===== config.mk =====
export PLATFORM = sky130hd
export DESIGN_NAME = hmp_port
export DESIGN_NICKNAME = d
export VERILOG_FILES = /design/src/design/hmp_pkg.sv /design/src/design/hmp_port.sv
export SDC_FILE = /design/constraint.sdc
export NUM_CORES = 1
export LEC_CHECK = 0
export ABC_AREA = 1
export BUFFER_PORTS_ARGS = -buffer_cell sky130_fd_sc_hd__buf_2
export CORE_ASPECT_RATIO = 0.5
export CORE_UTILIZATION = 49
export DETAILED_ROUTE_END_ITERATION = 16
export PLACE_DENSITY = 0.69
export SLEW_MARGIN = 15
export SYNTH_ARGS = -nofsm -noshare
export SYNTH_HDL_FRONTEND = slang
export SYNTH_SLANG_ARGS = --single-unit
export TNS_END_PERCENT = 30

===== constraint.sdc =====
create_clock -name REF_CLK_IN -period 1.5 [get_ports REF_CLK_IN]
set_clock_uncertainty 0.15 [all_clocks]
set_input_delay 0.225 -clock REF_CLK_IN [delete_from_list [all_inputs] [get_ports REF_CLK_IN]]
set_output_delay 0.225 -clock REF_CLK_IN [all_outputs]
set_load 0.005 [all_outputs]

===== src/design/hmp_pkg.sv =====
package hmp_pkg;

  // Width of every byte register on both sides
  localparam int          BYTE_W      = 8;
  // Number of host channels
  localparam int          CHAN_N      = 2;

  // Slave-side register selects, channel index added to the base
  localparam logic [2:0]  SEL_IN_ONE  = 3'h0;  // Host input byte, channel one
  localparam logic [2:0]  SEL_OUT_ONE = 3'h2;  // Host output byte, channel one
  localparam logic [2:0]  SEL_FLG_ONE = 3'h4;  // Flag register, channel one
  localparam logic [2:0]  SEL_W       = 3'h0;  // Unused marker for width only

  // Flag register field positions
  localparam int          OBF_BIT     = 0;     // Output-full flag
  localparam int          IBF_BIT     = 1;     // Input-full flag
  localparam int          CMD_BIT     = 3;     // Command or data marker

  // Bits that slave software may write freely
  localparam logic [7:0]  USER_MASK   = 8'hF4;
  // Flag register value after reset and in standby
  localparam logic [7:0]  FLAGS_RST   = 8'h00;
  // Byte register value after reset
  localparam logic [7:0]  BYTE_RST    = 8'h00;

  // Layout of the host pin sample vector
  localparam int          P_CS1       = 0;     // Chip select one, low active
  localparam int          P_CS2       = 1;     // Chip select two, low active
  localparam int          P_RD        = 2;     // Read strobe, low active
  localparam int          P_WR        = 3;     // Write strobe, low active
  localparam int          P_ADDR      = 4;     // Address select bit
  localparam int          P_DATA      = 5;     // Lowest data bit
  localparam int          PIN_W       = 13;    // Total sampled pin width

  // Reset value of the pin samplers: strobes and selects idle high
  localparam logic [12:0] PIN_RST     = 13'h000F;

endpackage : hmp_pkg


===== src/design/hmp_port.sv =====
`timescale 1ns/1ps
`default_nettype none

// Overview of operation
// - Slave reads and writes channel-two output byte
// - Drive output byte two on host read
// - Flags two cleared by reset, standby
// - Command, input-full, output-full bits stay read-only
// - Bits 7-4 and 2 are user bits
// - Command bit captures address on host write
// - Host write sets input-full flag
// - Slave read of input byte clears it
// - Input-full flag is slave interrupt source
// - Slave write of output byte sets output-full
// - Host read of output byte clears output-full
// - Port active only when enable bit set
// - Slave mode takes over host pins
// - Channel one read: data or flags
// - Channel one write: data or command
// - Channel two read: data or flags
// - Channel two write: data or command
// - Host write latches byte into input two
// - Host write latches byte into input one
// - Channel one flags follow same edges
// - Channel-two interrupt gated by its enable
module hmp_port
  import hmp_pkg::*;
(
  input  wire logic                      REF_CLK_IN,             // Chip clock
  input  wire logic                      RESET_IN,               // Sync reset, high
  input  wire logic                      STANDBY_IN,             // Standby mode level
  input  wire logic                      HOST_PORT_ENABLE_IN,    // Slave mode enable
  input  wire logic                      IRQ_ENABLE_ONE_IN,      // Input-full irq enable 1
  input  wire logic                      IRQ_ENABLE_TWO_IN,      // Input-full irq enable 2
  input  wire logic                      HOST_CS_ONE_N_IN,       // Host chip select one
  input  wire logic                      HOST_CS_TWO_N_IN,       // Host chip select two
  input  wire logic                      HOST_RD_N_IN,           // Host read strobe
  input  wire logic                      HOST_WR_N_IN,           // Host write strobe
  input  wire logic                      HOST_ADDR_IN,           // Host address select
  input  wire logic [hmp_pkg::BYTE_W-1:0] HOST_DATA_IN,          // Host data bus in
  output logic      [hmp_pkg::BYTE_W-1:0] HOST_DATA_OUT,         // Host data bus out
  output logic                           HOST_DATA_OE_N_OUT,     // Low while driving
  output logic                           HOST_PINS_TAKEN_OUT,    // Pins owned by port
  input  wire logic [2:0]                SLV_SEL_IN,             // Slave register select
  input  wire logic                      SLV_RD_N_IN,            // Slave read strobe
  input  wire logic                      SLV_WR_N_IN,            // Slave write strobe
  input  wire logic [hmp_pkg::BYTE_W-1:0] SLV_WDATA_IN,          // Slave write data
  output logic      [hmp_pkg::BYTE_W-1:0] SLV_RDATA_OUT,         // Slave read data
  output logic                           IRQ_IN_FULL_ONE_OUT,    // Input-full irq 1
  output logic                           IRQ_IN_FULL_TWO_OUT     // Input-full irq 2
);

  // Channel chosen alone by its chip select, both low means none
  function automatic logic chan_hit(input logic cs1_n, input logic cs2_n, input int ch);
    chan_hit = (ch == 0) ? (!cs1_n && cs2_n) : (cs1_n && !cs2_n);
  endfunction : chan_hit

  // Slave select code of a register kind for one channel
  function automatic logic [2:0] sel_code(input logic [2:0] base, input int ch);
    sel_code = base + 3'(ch);
  endfunction : sel_code

  // Host pin sampler stages; stage one feeds only stage two
  logic [PIN_W-1:0]  pin_s1_r;      // First synchroniser stage
  logic [PIN_W-1:0]  pin_s2_r;      // Second synchroniser stage
  logic [PIN_W-1:0]  pin_s3_r;      // Delayed copy for edge detection
  logic [PIN_W-1:0]  pin_now;       // Raw pin vector
  logic [2:0]        en_pipe_r;     // Port enable, aligned with stage three

  // Slave strobe delay flops for edge detection
  logic              slv_rd_n_d_r;  // Slave read strobe, one cycle old
  logic              slv_wr_n_d_r;  // Slave write strobe, one cycle old

  // Per-channel register storage
  logic [BYTE_W-1:0] in_byte_r  [CHAN_N];  // Host input bytes
  logic [BYTE_W-1:0] in_byte_nxt [CHAN_N];
  logic [BYTE_W-1:0] out_byte_r [CHAN_N];  // Host output bytes
  logic [BYTE_W-1:0] out_byte_nxt [CHAN_N];
  logic [BYTE_W-1:0] flags_r    [CHAN_N];  // Flag registers
  logic [BYTE_W-1:0] flags_nxt  [CHAN_N];
  logic [CHAN_N-1:0] irq_r;                // Gated interrupt requests
  logic [CHAN_N-1:0] irq_nxt;

  // Output data flops
  logic [BYTE_W-1:0] host_dout_r;   // Byte presented to host
  logic [BYTE_W-1:0] host_dout_nxt;
  logic [BYTE_W-1:0] slv_rdata_r;   // Byte returned to slave
  logic [BYTE_W-1:0] slv_rdata_nxt;

  // Decoded events
  logic              wr_rise;       // Host write strobe released
  logic              rd_rise;       // Host read strobe released
  logic              slv_rd_fall;   // Slave read strobe asserted
  logic              slv_wr_fall;   // Slave write strobe asserted
  logic [CHAN_N-1:0] host_wr_ev;    // Host write finished per channel
  logic [CHAN_N-1:0] host_rd_ev;    // Host output-byte read finished
  logic [CHAN_N-1:0] slv_in_rd;     // Slave read of an input byte
  logic [CHAN_N-1:0] slv_out_wr;    // Slave write of an output byte
  logic [CHAN_N-1:0] slv_flg_wr;    // Slave write of a flag register
  logic              host_read_now; // Valid host read on the raw pins
  logic              read_chan;     // Channel addressed by raw pins

  // Gather the raw host pins into one vector
  assign pin_now = {HOST_DATA_IN, HOST_ADDR_IN, HOST_WR_N_IN, HOST_RD_N_IN,
                    HOST_CS_TWO_N_IN, HOST_CS_ONE_N_IN};

  // Sample the host pins through two stages, then delay once more
  always_ff @(posedge REF_CLK_IN)
  begin
    if (RESET_IN)
    begin
      pin_s1_r <= PIN_RST;
      pin_s2_r <= PIN_RST;
      pin_s3_r <= PIN_RST;
      en_pipe_r <= '0;
    end
    else
    begin
      pin_s1_r <= pin_now;
      pin_s2_r <= pin_s1_r;
      pin_s3_r <= pin_s2_r;
      en_pipe_r <= {en_pipe_r[1:0], HOST_PORT_ENABLE_IN};
    end
  end

  // Edges of the synchronised strobes; stage three holds pre-edge pins
  assign wr_rise = pin_s2_r[P_WR] && !pin_s3_r[P_WR];
  assign rd_rise = pin_s2_r[P_RD] && !pin_s3_r[P_RD];

  // Slave strobe edges
  assign slv_rd_fall = slv_rd_n_d_r && !SLV_RD_N_IN;
  assign slv_wr_fall = slv_wr_n_d_r && !SLV_WR_N_IN;

  // Decode host and slave events for each channel
  always_comb
  begin
    for (int ch = 0; ch < CHAN_N; ch++)
    begin
      // Host write with read strobe idle on a singly selected channel
      // Enable must stand both when the pins were sampled and at the edge
      host_wr_ev[ch] = HOST_PORT_ENABLE_IN && en_pipe_r[2] && wr_rise && pin_s3_r[P_RD] &&
                       chan_hit(pin_s3_r[P_CS1], pin_s3_r[P_CS2], ch);
      // Host read of the output byte: address low, write idle
      host_rd_ev[ch] = HOST_PORT_ENABLE_IN && en_pipe_r[2] && rd_rise && pin_s3_r[P_WR] &&
                       !pin_s3_r[P_ADDR] &&
                       chan_hit(pin_s3_r[P_CS1], pin_s3_r[P_CS2], ch);
      slv_in_rd[ch]  = slv_rd_fall && (SLV_SEL_IN == sel_code(SEL_IN_ONE, ch));
      slv_out_wr[ch] = slv_wr_fall && (SLV_SEL_IN == sel_code(SEL_OUT_ONE, ch));
      slv_flg_wr[ch] = slv_wr_fall && (SLV_SEL_IN == sel_code(SEL_FLG_ONE, ch));
    end
  end

  // Next values of the channel registers and interrupts
  always_comb
  begin
    for (int ch = 0; ch < CHAN_N; ch++)
    begin
      in_byte_nxt[ch]  = in_byte_r[ch];
      out_byte_nxt[ch] = out_byte_r[ch];
      flags_nxt[ch]    = flags_r[ch];
      // Host write latches data and the command marker
      if (host_wr_ev[ch])
      begin
        in_byte_nxt[ch]        = pin_s3_r[P_DATA +: BYTE_W];
        flags_nxt[ch][CMD_BIT] = pin_s3_r[P_ADDR];
      end
      // Slave write of the output byte
      if (slv_out_wr[ch])
        out_byte_nxt[ch] = SLV_WDATA_IN;
      // Slave write touches only the user bits
      if (slv_flg_wr[ch])
        flags_nxt[ch] = (flags_nxt[ch] & ~USER_MASK) |
                        (SLV_WDATA_IN & USER_MASK);
      // Input-full: slave read clears, host write sets, set wins
      if (slv_in_rd[ch])
        flags_nxt[ch][IBF_BIT] = 1'b0;
      if (host_wr_ev[ch])
        flags_nxt[ch][IBF_BIT] = 1'b1;
      // Output-full: host read clears, slave write sets, set wins
      if (host_rd_ev[ch])
        flags_nxt[ch][OBF_BIT] = 1'b0;
      if (slv_out_wr[ch])
        flags_nxt[ch][OBF_BIT] = 1'b1;
      // Standby holds the flags at their reset value
      if (STANDBY_IN)
        flags_nxt[ch] = FLAGS_RST;
    end
    // Input-full raises a slave interrupt when enabled
    irq_nxt[0] = flags_nxt[0][IBF_BIT] && IRQ_ENABLE_ONE_IN;
    irq_nxt[1] = flags_nxt[1][IBF_BIT] && IRQ_ENABLE_TWO_IN;
  end

  // Register the channel state
  always_ff @(posedge REF_CLK_IN)
  begin
    if (RESET_IN)
    begin
      for (int ch = 0; ch < CHAN_N; ch++)
      begin
        in_byte_r[ch]  <= BYTE_RST;
        out_byte_r[ch] <= BYTE_RST;
        flags_r[ch]    <= FLAGS_RST;
      end
      irq_r        <= '0;
      slv_rd_n_d_r <= 1'b1;
      slv_wr_n_d_r <= 1'b1;
    end
    else
    begin
      in_byte_r    <= in_byte_nxt;
      out_byte_r   <= out_byte_nxt;
      flags_r      <= flags_nxt;
      irq_r        <= irq_nxt;
      slv_rd_n_d_r <= SLV_RD_N_IN;
      slv_wr_n_d_r <= SLV_WR_N_IN;
    end
  end

  // Host read decode from the raw pins; one channel, read alone
  assign host_read_now = HOST_PORT_ENABLE_IN && !HOST_RD_N_IN && HOST_WR_N_IN &&
                         (HOST_CS_ONE_N_IN != HOST_CS_TWO_N_IN);
  assign read_chan     = !HOST_CS_TWO_N_IN;

  // Choose the byte for the host and for the slave
  always_comb
  begin
    host_dout_nxt = host_dout_r;
    if (host_read_now)
    begin
      // Address high returns flags, low returns the output byte
      if (HOST_ADDR_IN)
        host_dout_nxt = flags_r[read_chan];
      else
        host_dout_nxt = out_byte_r[read_chan];
    end
    slv_rdata_nxt = slv_rdata_r;
    if (slv_rd_fall)
    begin
      case (SLV_SEL_IN)
        sel_code(SEL_IN_ONE, 0):  slv_rdata_nxt = in_byte_r[0];
        sel_code(SEL_IN_ONE, 1):  slv_rdata_nxt = in_byte_r[1];
        sel_code(SEL_OUT_ONE, 0): slv_rdata_nxt = out_byte_r[0];
        sel_code(SEL_OUT_ONE, 1): slv_rdata_nxt = out_byte_r[1];
        sel_code(SEL_FLG_ONE, 0): slv_rdata_nxt = flags_r[0];
        sel_code(SEL_FLG_ONE, 1): slv_rdata_nxt = flags_r[1];
        default:                  slv_rdata_nxt = BYTE_RST;       // Unmapped select
      endcase
    end
  end

  // Register the data outputs
  always_ff @(posedge REF_CLK_IN)
  begin
    if (RESET_IN)
    begin
      host_dout_r <= BYTE_RST;
      slv_rdata_r <= BYTE_RST;
    end
    else
    begin
      host_dout_r <= host_dout_nxt;
      slv_rdata_r <= slv_rdata_nxt;
    end
  end

  // Outputs
  assign HOST_DATA_OUT       = host_dout_r;
  assign HOST_DATA_OE_N_OUT  = !(host_read_now && !RESET_IN);
  assign HOST_PINS_TAKEN_OUT = HOST_PORT_ENABLE_IN;
  assign SLV_RDATA_OUT       = slv_rdata_r;
  assign IRQ_IN_FULL_ONE_OUT = irq_r[0];
  assign IRQ_IN_FULL_TWO_OUT = irq_r[1];

  // Slave write of output byte two sets output-full
  obf_set_a: assert property (@(posedge REF_CLK_IN) disable iff (RESET_IN)
    (slv_out_wr[1] && !STANDBY_IN) |=> (flags_r[1][OBF_BIT] && out_byte_r[1] == $past(SLV_WDATA_IN)))
    else $error("output-full two not set by slave write");

  // Host write on channel two sets input-full and latches data
  ibf_set_a: assert property (@(posedge REF_CLK_IN) disable iff (RESET_IN)
    (host_wr_ev[1] && !STANDBY_IN) |=> (flags_r[1][IBF_BIT] &&
      in_byte_r[1] == $past(pin_s3_r[P_DATA +: BYTE_W])))
    else $error("input-full two not set by host write");

  // Slave read clears input-full when no host write competes
  ibf_clear_a: assert property (@(posedge REF_CLK_IN) disable iff (RESET_IN)
    (slv_in_rd[1] && !host_wr_ev[1]) |=> !flags_r[1][IBF_BIT])
    else $error("input-full two not cleared by slave read");

  // Host read of output byte two clears output-full
  obf_clear_a: assert property (@(posedge REF_CLK_IN) disable iff (RESET_IN)
    (host_rd_ev[1] && !slv_out_wr[1]) |=> !flags_r[1][OBF_BIT])
    else $error("output-full two not cleared by host read");

  // Command bit follows the latched address bit
  cmd_bit_a: assert property (@(posedge REF_CLK_IN) disable iff (RESET_IN)
    (host_wr_ev[1] && !STANDBY_IN) |=> (flags_r[1][CMD_BIT] == $past(pin_s3_r[P_ADDR])))
    else $error("command bit two does not match address");

  // Standby leaves the flags at zero
  standby_clear_a: assert property (@(posedge REF_CLK_IN) disable iff (RESET_IN)
    STANDBY_IN |=> (flags_r[1] == FLAGS_RST && !IRQ_IN_FULL_TWO_OUT))
    else $error("flags two not cleared in standby");

  // Slave flag writes leave the hardware bits alone
  ro_bits_a: assert property (@(posedge REF_CLK_IN) disable iff (RESET_IN)
    (slv_flg_wr[1] && !host_wr_ev[1] && !host_rd_ev[1] && !STANDBY_IN) |=>
      ((flags_r[1] & ~USER_MASK) == $past(flags_r[1] & ~USER_MASK)))
    else $error("slave write changed a read-only flag");

  // Slave flag writes store the user bits
  user_bits_a: assert property (@(posedge REF_CLK_IN) disable iff (RESET_IN)
    (slv_flg_wr[1] && !STANDBY_IN) |=> ((flags_r[1] & USER_MASK) == $past(SLV_WDATA_IN & USER_MASK)))
    else $error("user bits two not stored");

  // Host data read on channel two returns output byte two
  drive_out_a: assert property (@(posedge REF_CLK_IN) disable iff (RESET_IN)
    (!HOST_DATA_OE_N_OUT && !HOST_CS_TWO_N_IN && !HOST_ADDR_IN) |=>
      (HOST_DATA_OUT == $past(out_byte_r[1])))
    else $error("host read two returned wrong byte");

  // Interrupt two follows input-full and its enable
  irq_gate_a: assert property (@(posedge REF_CLK_IN) disable iff (RESET_IN)
    ##1 (IRQ_IN_FULL_TWO_OUT == (flags_r[1][IBF_BIT] && $past(IRQ_ENABLE_TWO_IN))))
    else $error("interrupt two does not track input-full");

  // Disabled port or double select never drives the bus
  no_drive_a: assert property (@(posedge REF_CLK_IN) disable iff (RESET_IN)
    (!HOST_PORT_ENABLE_IN || (!HOST_CS_ONE_N_IN && !HOST_CS_TWO_N_IN)) |-> HOST_DATA_OE_N_OUT)
    else $error("host bus driven without valid access");

  // Interrupt one follows input-full one and its enable
  irq_one_a: assert property (@(posedge REF_CLK_IN) disable iff (RESET_IN)
    ##1 (IRQ_IN_FULL_ONE_OUT == (flags_r[0][IBF_BIT] && $past(IRQ_ENABLE_ONE_IN))))
    else $error("interrupt one does not track input-full");

  // Host write on channel one sets input-full one
  ibf_one_a: assert property (@(posedge REF_CLK_IN) disable iff (RESET_IN)
    (host_wr_ev[0] && !STANDBY_IN) |=> flags_r[0][IBF_BIT])
    else $error("input-full one not set by host write");

endmodule : hmp_port

`default_nettype wire


==> results, run 1 <==
- The run finished, with violations left.
- The checks that failed: design-rule violations.
- In this design, the largest share of critical-path delay is due to simple AND/OR/NAND/NOR gates.
- In the layout the commonest cells are sky130_fd_sc_hd__nor2_1, sky130_fd_sc_hd__dfxtp_1, sky130_fd_sc_hd__nand2_1.
- The number of levels in the clock H-tree is 3.
- The placer congestion estimate is 0.891.
- The cell area after layout is 0.00543 mm^2.
- By startpoint and endpoint, the worst setup path is classified as reg -> reg.
- The total CTS buffers is 9.
- The height of the die is 70.3 um.
- Final hold analysis gives a worst-case slack of 0.00955 ns.
- The HPWL after detailed placement is 7720 um.
- The net count reported at finish is 714.
- The synthesized area divided by synthesized cell count is 7.43 um^2.
- The longest clock path from root to sink contains 2 buffers.
- The total congestion overflow is 0.
- STA puts the critical path data arrival time at 1.48 ns.
- Power spread over the standard cell area amounts to 1090 mW/mm^2.
- The post-detailed-route via-to-cell ratio is 5.02.
- The number of buffer and inverter stages on the critical path is 1.
- The class of the worst hold path is in -> reg.
- In this run the tool buffered the top-level ports with 51 buffer cells.
- The worst setup path is captured at a flop.
- The detailed-route DRC error count is 4.
- Global routing used 34.0% of the available met1 tracks.
- The final hold violation count is 0.
- Of the synthesized area, sequential elements account for 48.2%.
- The summed negative setup slack over all endpoints is 0 ns.
- In this run, synthesis inferred 0 flip-flops with an integrated enable.
- The leading cell type in the layout, fill and taps excluded is sky130_fd_sc_hd__nor2_1.
- The core utilization of the finished layout is 61.1%.
- The number of clock sinks is 110.
- The peak clock frequency supported by timing is 722 MHz.
- The met2 usage is 35.5%.
- The number of global-route vias before repair is 3579.
- After layout, the worst path uses 92.3% of the clock period.
- Once detail routing completed, the nets flagged for antenna violations numbered 0.
- Across all layers, the routed design uses 4038 vias.
- In this run the worst path has a maximum fanout of 5.
- The placed instances occupy a cell area of 0.00494 mm^2.
- Including well taps, the total number of placed cells is 770.
- The area of the die is 0.00974 mm^2.
- Setup repair after global routing left no endpoint under its margin.
- STA puts the critical path data required time at 1.59 ns.
- The maximum number of pins on one net before global-route repair is 39.
- Counting I/O delays and the setup requirement, the final critical path takes 1.38 ns.
- Compared with the post-synthesis result, the final layout area differs by 18.8%.
- 0 antenna diodes ended up in the layout.
- After synthesis, the share of flip-flops with an asynchronous set or reset is 0%.
- The final max-slew violation count is 0.
- The count of maximum capacitance violations is 0.
- The pre-antenna-repair detailed-routing pass consisted of 11 iterations.
- For this run, the leading register cell type out of synthesis is sky130_fd_sc_hd__dfxtp_1.
- The net count after synthesis is 647.
- The netlist uses 28 different library cells.
- The post-CTS repair timing setup buffer count is 0.
- The first global-routing pass estimated 18000 um of wire.
- The routed design has 10900 um of wire.
- The synthesized design contains 110 register bits.
- TritonCTS built the clock tree.
- The initial antenna violation count is 0.
- The worst pin sits at a relative slew slack of 72.0%.
- Clock latency on the worst-skew pair, taken at its later pin, is 0.35 ns.
- For this run, the number of standard cells in the final layout without fillers is 804.
- Global routing used 5.56% of the available met3 tracks.
- The clock-pin slew on the worst setup and hold paths is 0.08 ns.
- During synthesis, Yosys emitted a total of 0 warnings.
- Setup violations remaining at the end of the flow were counted as 0.
- The average detailed-routed wire length per instance is 13.6 um.
- The placeable core region is 0.00889 mm^2.
- Cells with a size suffix above 1 make up 17.6% of the layout.
- The worst-path cell with the longest stage delay is sky130_fd_sc_hd__dfxtp_1.
- STA classifies the critical path startpoint as a flop.
- The busiest layer in global routing is met2.
- The static leakage is 0.00250 uW.
- From left edge to right edge, the die measures 139 um.
- The number of top-level pins is 52.
- The initial utilization of the core area, before any placement, comes to 51.4%.
- VDD sags by at most 0.000614 V.
- The number of DRC violations after detailed-routing iteration 0 is 433.
- The post-synth design cell area is 0.00457 mm^2.
- The buffer cell driving the clock tree root is sky130_fd_sc_hd__clkbuf_16.
- In this run the core area contains 24 standard-cell rows.
- The maximum single-stage delay on the critical path is 0.32 ns.
- Traced cell by cell, the critical path runs through nand2_1 > nor2_4 > buf_4 > o21ai_0 > nor2_1.
- At the pin with the least slew margin, the transition time is 0.420 ns.
- The total global-route track usage is 23.9%.
- The count of mapped cells out of synthesis is 615.
==> flip-flops by register name, summed over array words and instances (netlist names), named ones only <==
register / count
HOST_DATA_OUT: 8
SLV_RDATA_OUT: 8
en_pipe_r: 3
flags_r: 14
in_byte_r: 16
irq_r: 2
out_byte_r: 16
pin_s1_r: 13
pin_s2_r: 13
pin_s3_r: 13
slv_rd_n_d_r: 1
slv_wr_n_d_r: 1
==> what timing repair did <==
item / CTS / global route
hold endpoints to repair: 21 / 0
resized for setup: 0 / 1
endpoints found under the setup margin: 0 / 1
hold buffers: 18 / 0
==> power by group <==
part / leakage (uW) / internal [uW] / switching [uW] / total (uW)
combinational: 0.00146 / 199 / 300 / 499
clock: 0.000149 / 1180 / 1170 / 2350
sequential: 0.000897 / 3000 / 41.2 / 3050
==> metal layers <==
layer | wire (um) | vias up
li1 | - | 2093
met1 | 5360 | 1775
met2 | 4600 | 156
met3 | 815 | 14
met4 | 133 | 0
met5 | 0 | -
==> worst paths after layout <==
check | startpoint | slack, ns | end | cells past startpoint
setup reg to reg | slv_wr_n_d_r$_SDFF_PP1_ | 0.12 | out_byte_r[13]$_SDFFE_PP0P_ | 5
hold reg to reg | pin_s1_r[7]$_SDFF_PP0_ | 0.25 | pin_s2_r[7]$_SDFF_PP0_ | 2
hold / removal | HOST_CS_ONE_N_IN | 0.01 | pin_s1_r[0]$_SDFF_PP1_ | 2
setup / recovery | slv_wr_n_d_r$_SDFF_PP1_ | 0.12 | out_byte_r[13]$_SDFFE_PP0P_ | 5
==> Yosys cell counts, types with 2 or more instances <==
master / instances / area [um^2]
sky130_fd_sc_hd__nor2_4: 3 / 33.8
sky130_fd_sc_hd__clkbuf_1: 11 / 41.3
sky130_fd_sc_hd__o21ai_0: 54 / 270
sky130_fd_sc_hd__nand2_1: 79 / 297
sky130_fd_sc_hd__nand3_2: 2 / 20.0
sky130_fd_sc_hd__buf_2: 10 / 50.1
sky130_fd_sc_hd__buf_6: 4 / 45.0
sky130_fd_sc_hd__nor2_1: 150 / 563
sky130_fd_sc_hd__inv_2: 5 / 18.8
sky130_fd_sc_hd__dfxtp_1: 110 / 2200
sky130_fd_sc_hd__or2_2: 10 / 62.6
sky130_fd_sc_hd__buf_4: 9 / 67.6
sky130_fd_sc_hd__nor2_2: 3 / 18.8
sky130_fd_sc_hd__nand4_1: 41 / 257
sky130_fd_sc_hd__inv_1: 62 / 233
sky130_fd_sc_hd__nand2_2: 2 / 12.5
sky130_fd_sc_hd__nand3_1: 21 / 105
sky130_fd_sc_hd__a21oi_1: 29 / 145
==> cell families (layout without fill, tap and decap cells) <==
logic type / after synthesis / in the layout / share of synthesized area (%)
xor gates and xnor gates: 1 / 1 / 0.602
buffers and inverters: 102 / 174 / 10.0
and+or+nand+nor: 317 / 317 / 31.8
DFF: 110 / 110 / 48.2
AOI/OAI and AO/OA: 85 / 85 / 9.36
==> metrics by stage <==
step           total power, uW  setup slack [ns]
2_1_floorplan             3410             0.263
3_3_place_gp              3560            0.0931
3_5_place_dp              3570            0.0759
4_1_cts                   5950             0.109
5_1_grt                   6160            0.0115
6_report                  5900             0.115
==> final cells by class <==
cell class | count | area (um^2)
clock buffers | 9 | 225
clock inverters | 7 | 77.6
fillers | 813 | 3460
inverters | 67 | 251
multi-input cells | 403 | 1910
flip-flops and latches | 110 | 2200
well taps | 117 | 146
repair buffers | 91 | 613
Note: power is estimated with default switching activity, not from simulation.
==> run 2: changes to the inputs <==
--- a/config.mk
+++ b/config.mk
@@ -10,6 +10,7 @@
 export CORE_ASPECT_RATIO = 0.5
 export CORE_UTILIZATION = 49
 export DETAILED_ROUTE_END_ITERATION = 16
+export HOLD_SLACK_MARGIN = 0.08
 export PLACE_DENSITY = 0.69
 export SLEW_MARGIN = 15
 export SYNTH_ARGS = -nofsm -noshare
==> run 2 against run 1 <==
Effect of this change: the run still ends with design-rule violations left; fmax increased by 2.6%; final cell count is 1.0% higher; worst setup slack gained 0.035 ns; sequential share of layout area decreased by 0.59 points; sequential power barely moved; sequential cell count stayed put; first-iteration DRC count grew 4.8%.
==> results, run 2 (synthesized netlist as in run 1, its figures left out) <==
- The run finished, with violations left.
- The checks that failed: design-rule violations.
- After detailed routing, the average wire length per cell comes to 13.6 um.
- The detailed-route wire length is 11000 um.
- The critical path is of the reg -> reg type.
- Summing all flip-flop and latch instances after layout gives 0.00220 mm^2.
- Max-cap violations in this run came to 0.
- For this configuration, the core starts out at a cell density of 51.4%.
- In this run the number of H-tree levels came out at 3.
- Global routing used 35.9% of the available met2 tracks.
- The headroom to the max-slew limit is 71.2%.
- Clock latency on the worst-skew pair, taken at its later pin, is 0.36 ns.
- The slew at the pin closest to its max-slew limit is 0.432 ns.
- The number of DRC violations after detailed-routing iteration 0 is 454.
- 52 I/O pins were placed.
- Counting I/O delays and the setup requirement, the final critical path takes 1.35 ns.
- Before antenna repair, the detailed router went through 11 iterations.
- For this run, the post-layout net count is 722.
- The number of nets with antenna violations after detailed routing is 0.
- In the layout the commonest cells are sky130_fd_sc_hd__nor2_1, sky130_fd_sc_hd__dfxtp_1, sky130_fd_sc_hd__nand2_1.
- TritonCTS created 9 clock buffers.
- After floorplanning, the core was sized to cover 0.00889 mm^2.
- The placer congestion estimate is 0.891.
- The final max-slew violation count is 0.
- The peak clock frequency supported by timing is 741 MHz.
- The number of setup buffers added after CTS is 0.
- The buffer cell driving the clock tree root is sky130_fd_sc_hd__clkbuf_16.
- The width of the chip is 139 um.
- The sort of element at the end of the critical path is a flop.
- The area taken by multi-input logic gates is 0.00191 mm^2.
- For this run, global-route usage on met1 was measured as 34.3%.
- The height of the die is 70.3 um.
- The floorplan step defined a die boundary enclosing 0.00974 mm^2.
- Broken down by cell family, the worst path's largest delay share belongs to simple AND/OR/NAND/NOR gates.
- The worst supply voltage drop on vdd is 0.000622 V.
- The number of fillers in the final layout is 809.
- After detailed routing, the number of vias per cell comes to 5.04.
- The count of input and output buffers is 51.
- The number of global-route vias before repair came to 3611.
- The final setup violation count is 0.
- After global routing the overflow that remains totals 0.
- The required time at the endpoint of the critical path is 1.60 ns.
- The initial antenna violation count came to 0.
- Of all nets on the critical path, the largest fanout is 14.
- The core utilization of the finished layout is 62.0%.
- The TritonCTS clock tree is built.
- The largest individual stage delay along the critical path comes from the cell sky130_fd_sc_hd__dfxtp_1.
- After clock tree synthesis, the clock-pin slew on the worst setup and hold paths is 0.08 ns.
- Counting along the longest clock path gives a buffer depth of 2.
- The endpoint arrival time on the critical path is 1.45 ns.
- The maximum single-stage delay on the critical path is 0.34 ns.
- The summed negative setup slack over all endpoints is 0 ns.
- The startpoint type of the worst setup path is a flop.
- The cell row count is 24.
- The vias after detailed routing is 4095.
- The wire-length estimate of the detail-placed layout is 7720 um.
- The static leakage is 0.00254 uW.
- The maximum number of pins on one net before global-route repair is 39.
- 0 antenna diodes ended up in the layout.
- The total power per unit cell area is 1080 mW/mm^2.
- The most frequent cell on the critical path is sky130_fd_sc_hd__nor2_1.
- Walking the worst path, the cells encountered are nand2_1 > inv_1 > nand3_2 > nor2_1 > nor2_1.
- Clock tree synthesis found a total of 110 sinks.
- The library cell used most frequently in the layout, excluding fill and tap cells, is sky130_fd_sc_hd__nor2_1.
- The global-route track usage on met3 is 5.49%.
- The largest registers in the layout are in_byte_r (16), out_byte_r (16), flags_r (14).
- The busiest layer in global routing is met2.
- The total global-route track usage is 24.1%.
- The number of buffer and inverter stages on the critical path is 1.
- Of the available clock period, the critical path in the final layout requires 90.0%.
- The final hold violation count is 0.
- The worst hold path belongs to the class in -> reg.
- Setup repair after global routing left no endpoint under its margin.
- The area growth from synthesis to layout is 20.6%.
- The detailed-route DRC error count is 4.
- The first global-routing pass estimated 18200 um of wire.
- The post-route netlist has 17.4% of its cells at a drive strength greater than 1.
run 2: changes by cell type in the layout (fill, tap and decap cells not counted):
cell / change
sky130_fd_sc_hd__dlygate4sd3_1: +8
run 2: worst paths after layout:
kind                          start                        end  slack [ns]  cells past startpoint
max reg2reg  pin_s3_r[2]$_SDFF_PP1_  in_byte_r[0]$_SDFFE_PP0N_        0.15                      5
min                     SLV_WR_N_IN   flags_r[15]$_SDFFE_PP0P_        0.10                      4
min reg2reg  pin_s1_r[7]$_SDFF_PP0_     pin_s2_r[7]$_SDFF_PP0_        0.25                      2
max          pin_s3_r[2]$_SDFF_PP1_  in_byte_r[0]$_SDFFE_PP0N_        0.15                      5
run 2: metrics by stage:
stage	setup WS [ns]	hold WS, ns	instance area (um^2)	total power (uW)	instances
after floorplan	0.263	0.179	4570	3410	615
after global placement	0.0931	0.240	4940	3560	770
after detailed placement	0.0759	0.242	4940	3570	770
after CTS	0.109	0.0923	5500	5970	812
after global routing	0.0116	0.122	5510	6180	812
final	0.151	0.105	5510	5930	812
run 2: tightest hold or removal path: stages:
cell                      delay, ns
sky130_fd_sc_hd__buf_2         0.07
sky130_fd_sc_hd__inv_1         0.05
sky130_fd_sc_hd__nand4_2       0.14
sky130_fd_sc_hd__a21oi_1       0.08
run 2: where the power goes:
part	internal, uW	total [uW]	switching [uW]	leakage (uW)
registers	3000	3050	41.4	0.000897
logic	213	516	303	0.00149
clock network	1180	2370	1180	0.000149
total	4400	5930	1530	0.00254
run 2: metal layers:
| layer | share of wire (%) | wire length (um) |
|---|---|---|
| met5 | 0 | 0 |
| met2 | 42 | 4630 |
| met4 | 1.8 | 196 |
| met1 | 50 | 5460 |
| met3 | 6.5 | 717 |
run 2: cell type report:
class                   instances  area share (%)
inverters                      67            4.57
multi-input cells             403            34.7
clock inverters                 7            1.41
clock buffers                   9            4.09
well taps                     117            2.66
flip-flops and latches        110            40.0
repair buffers                 99            12.6
run 2: what timing repair did:
item | CTS | global route
setup endpoints to repair | 0 | 2
hold buffers | 26 | 0
resized for setup | 0 | 1
endpoints found under the hold margin | 44 | 0
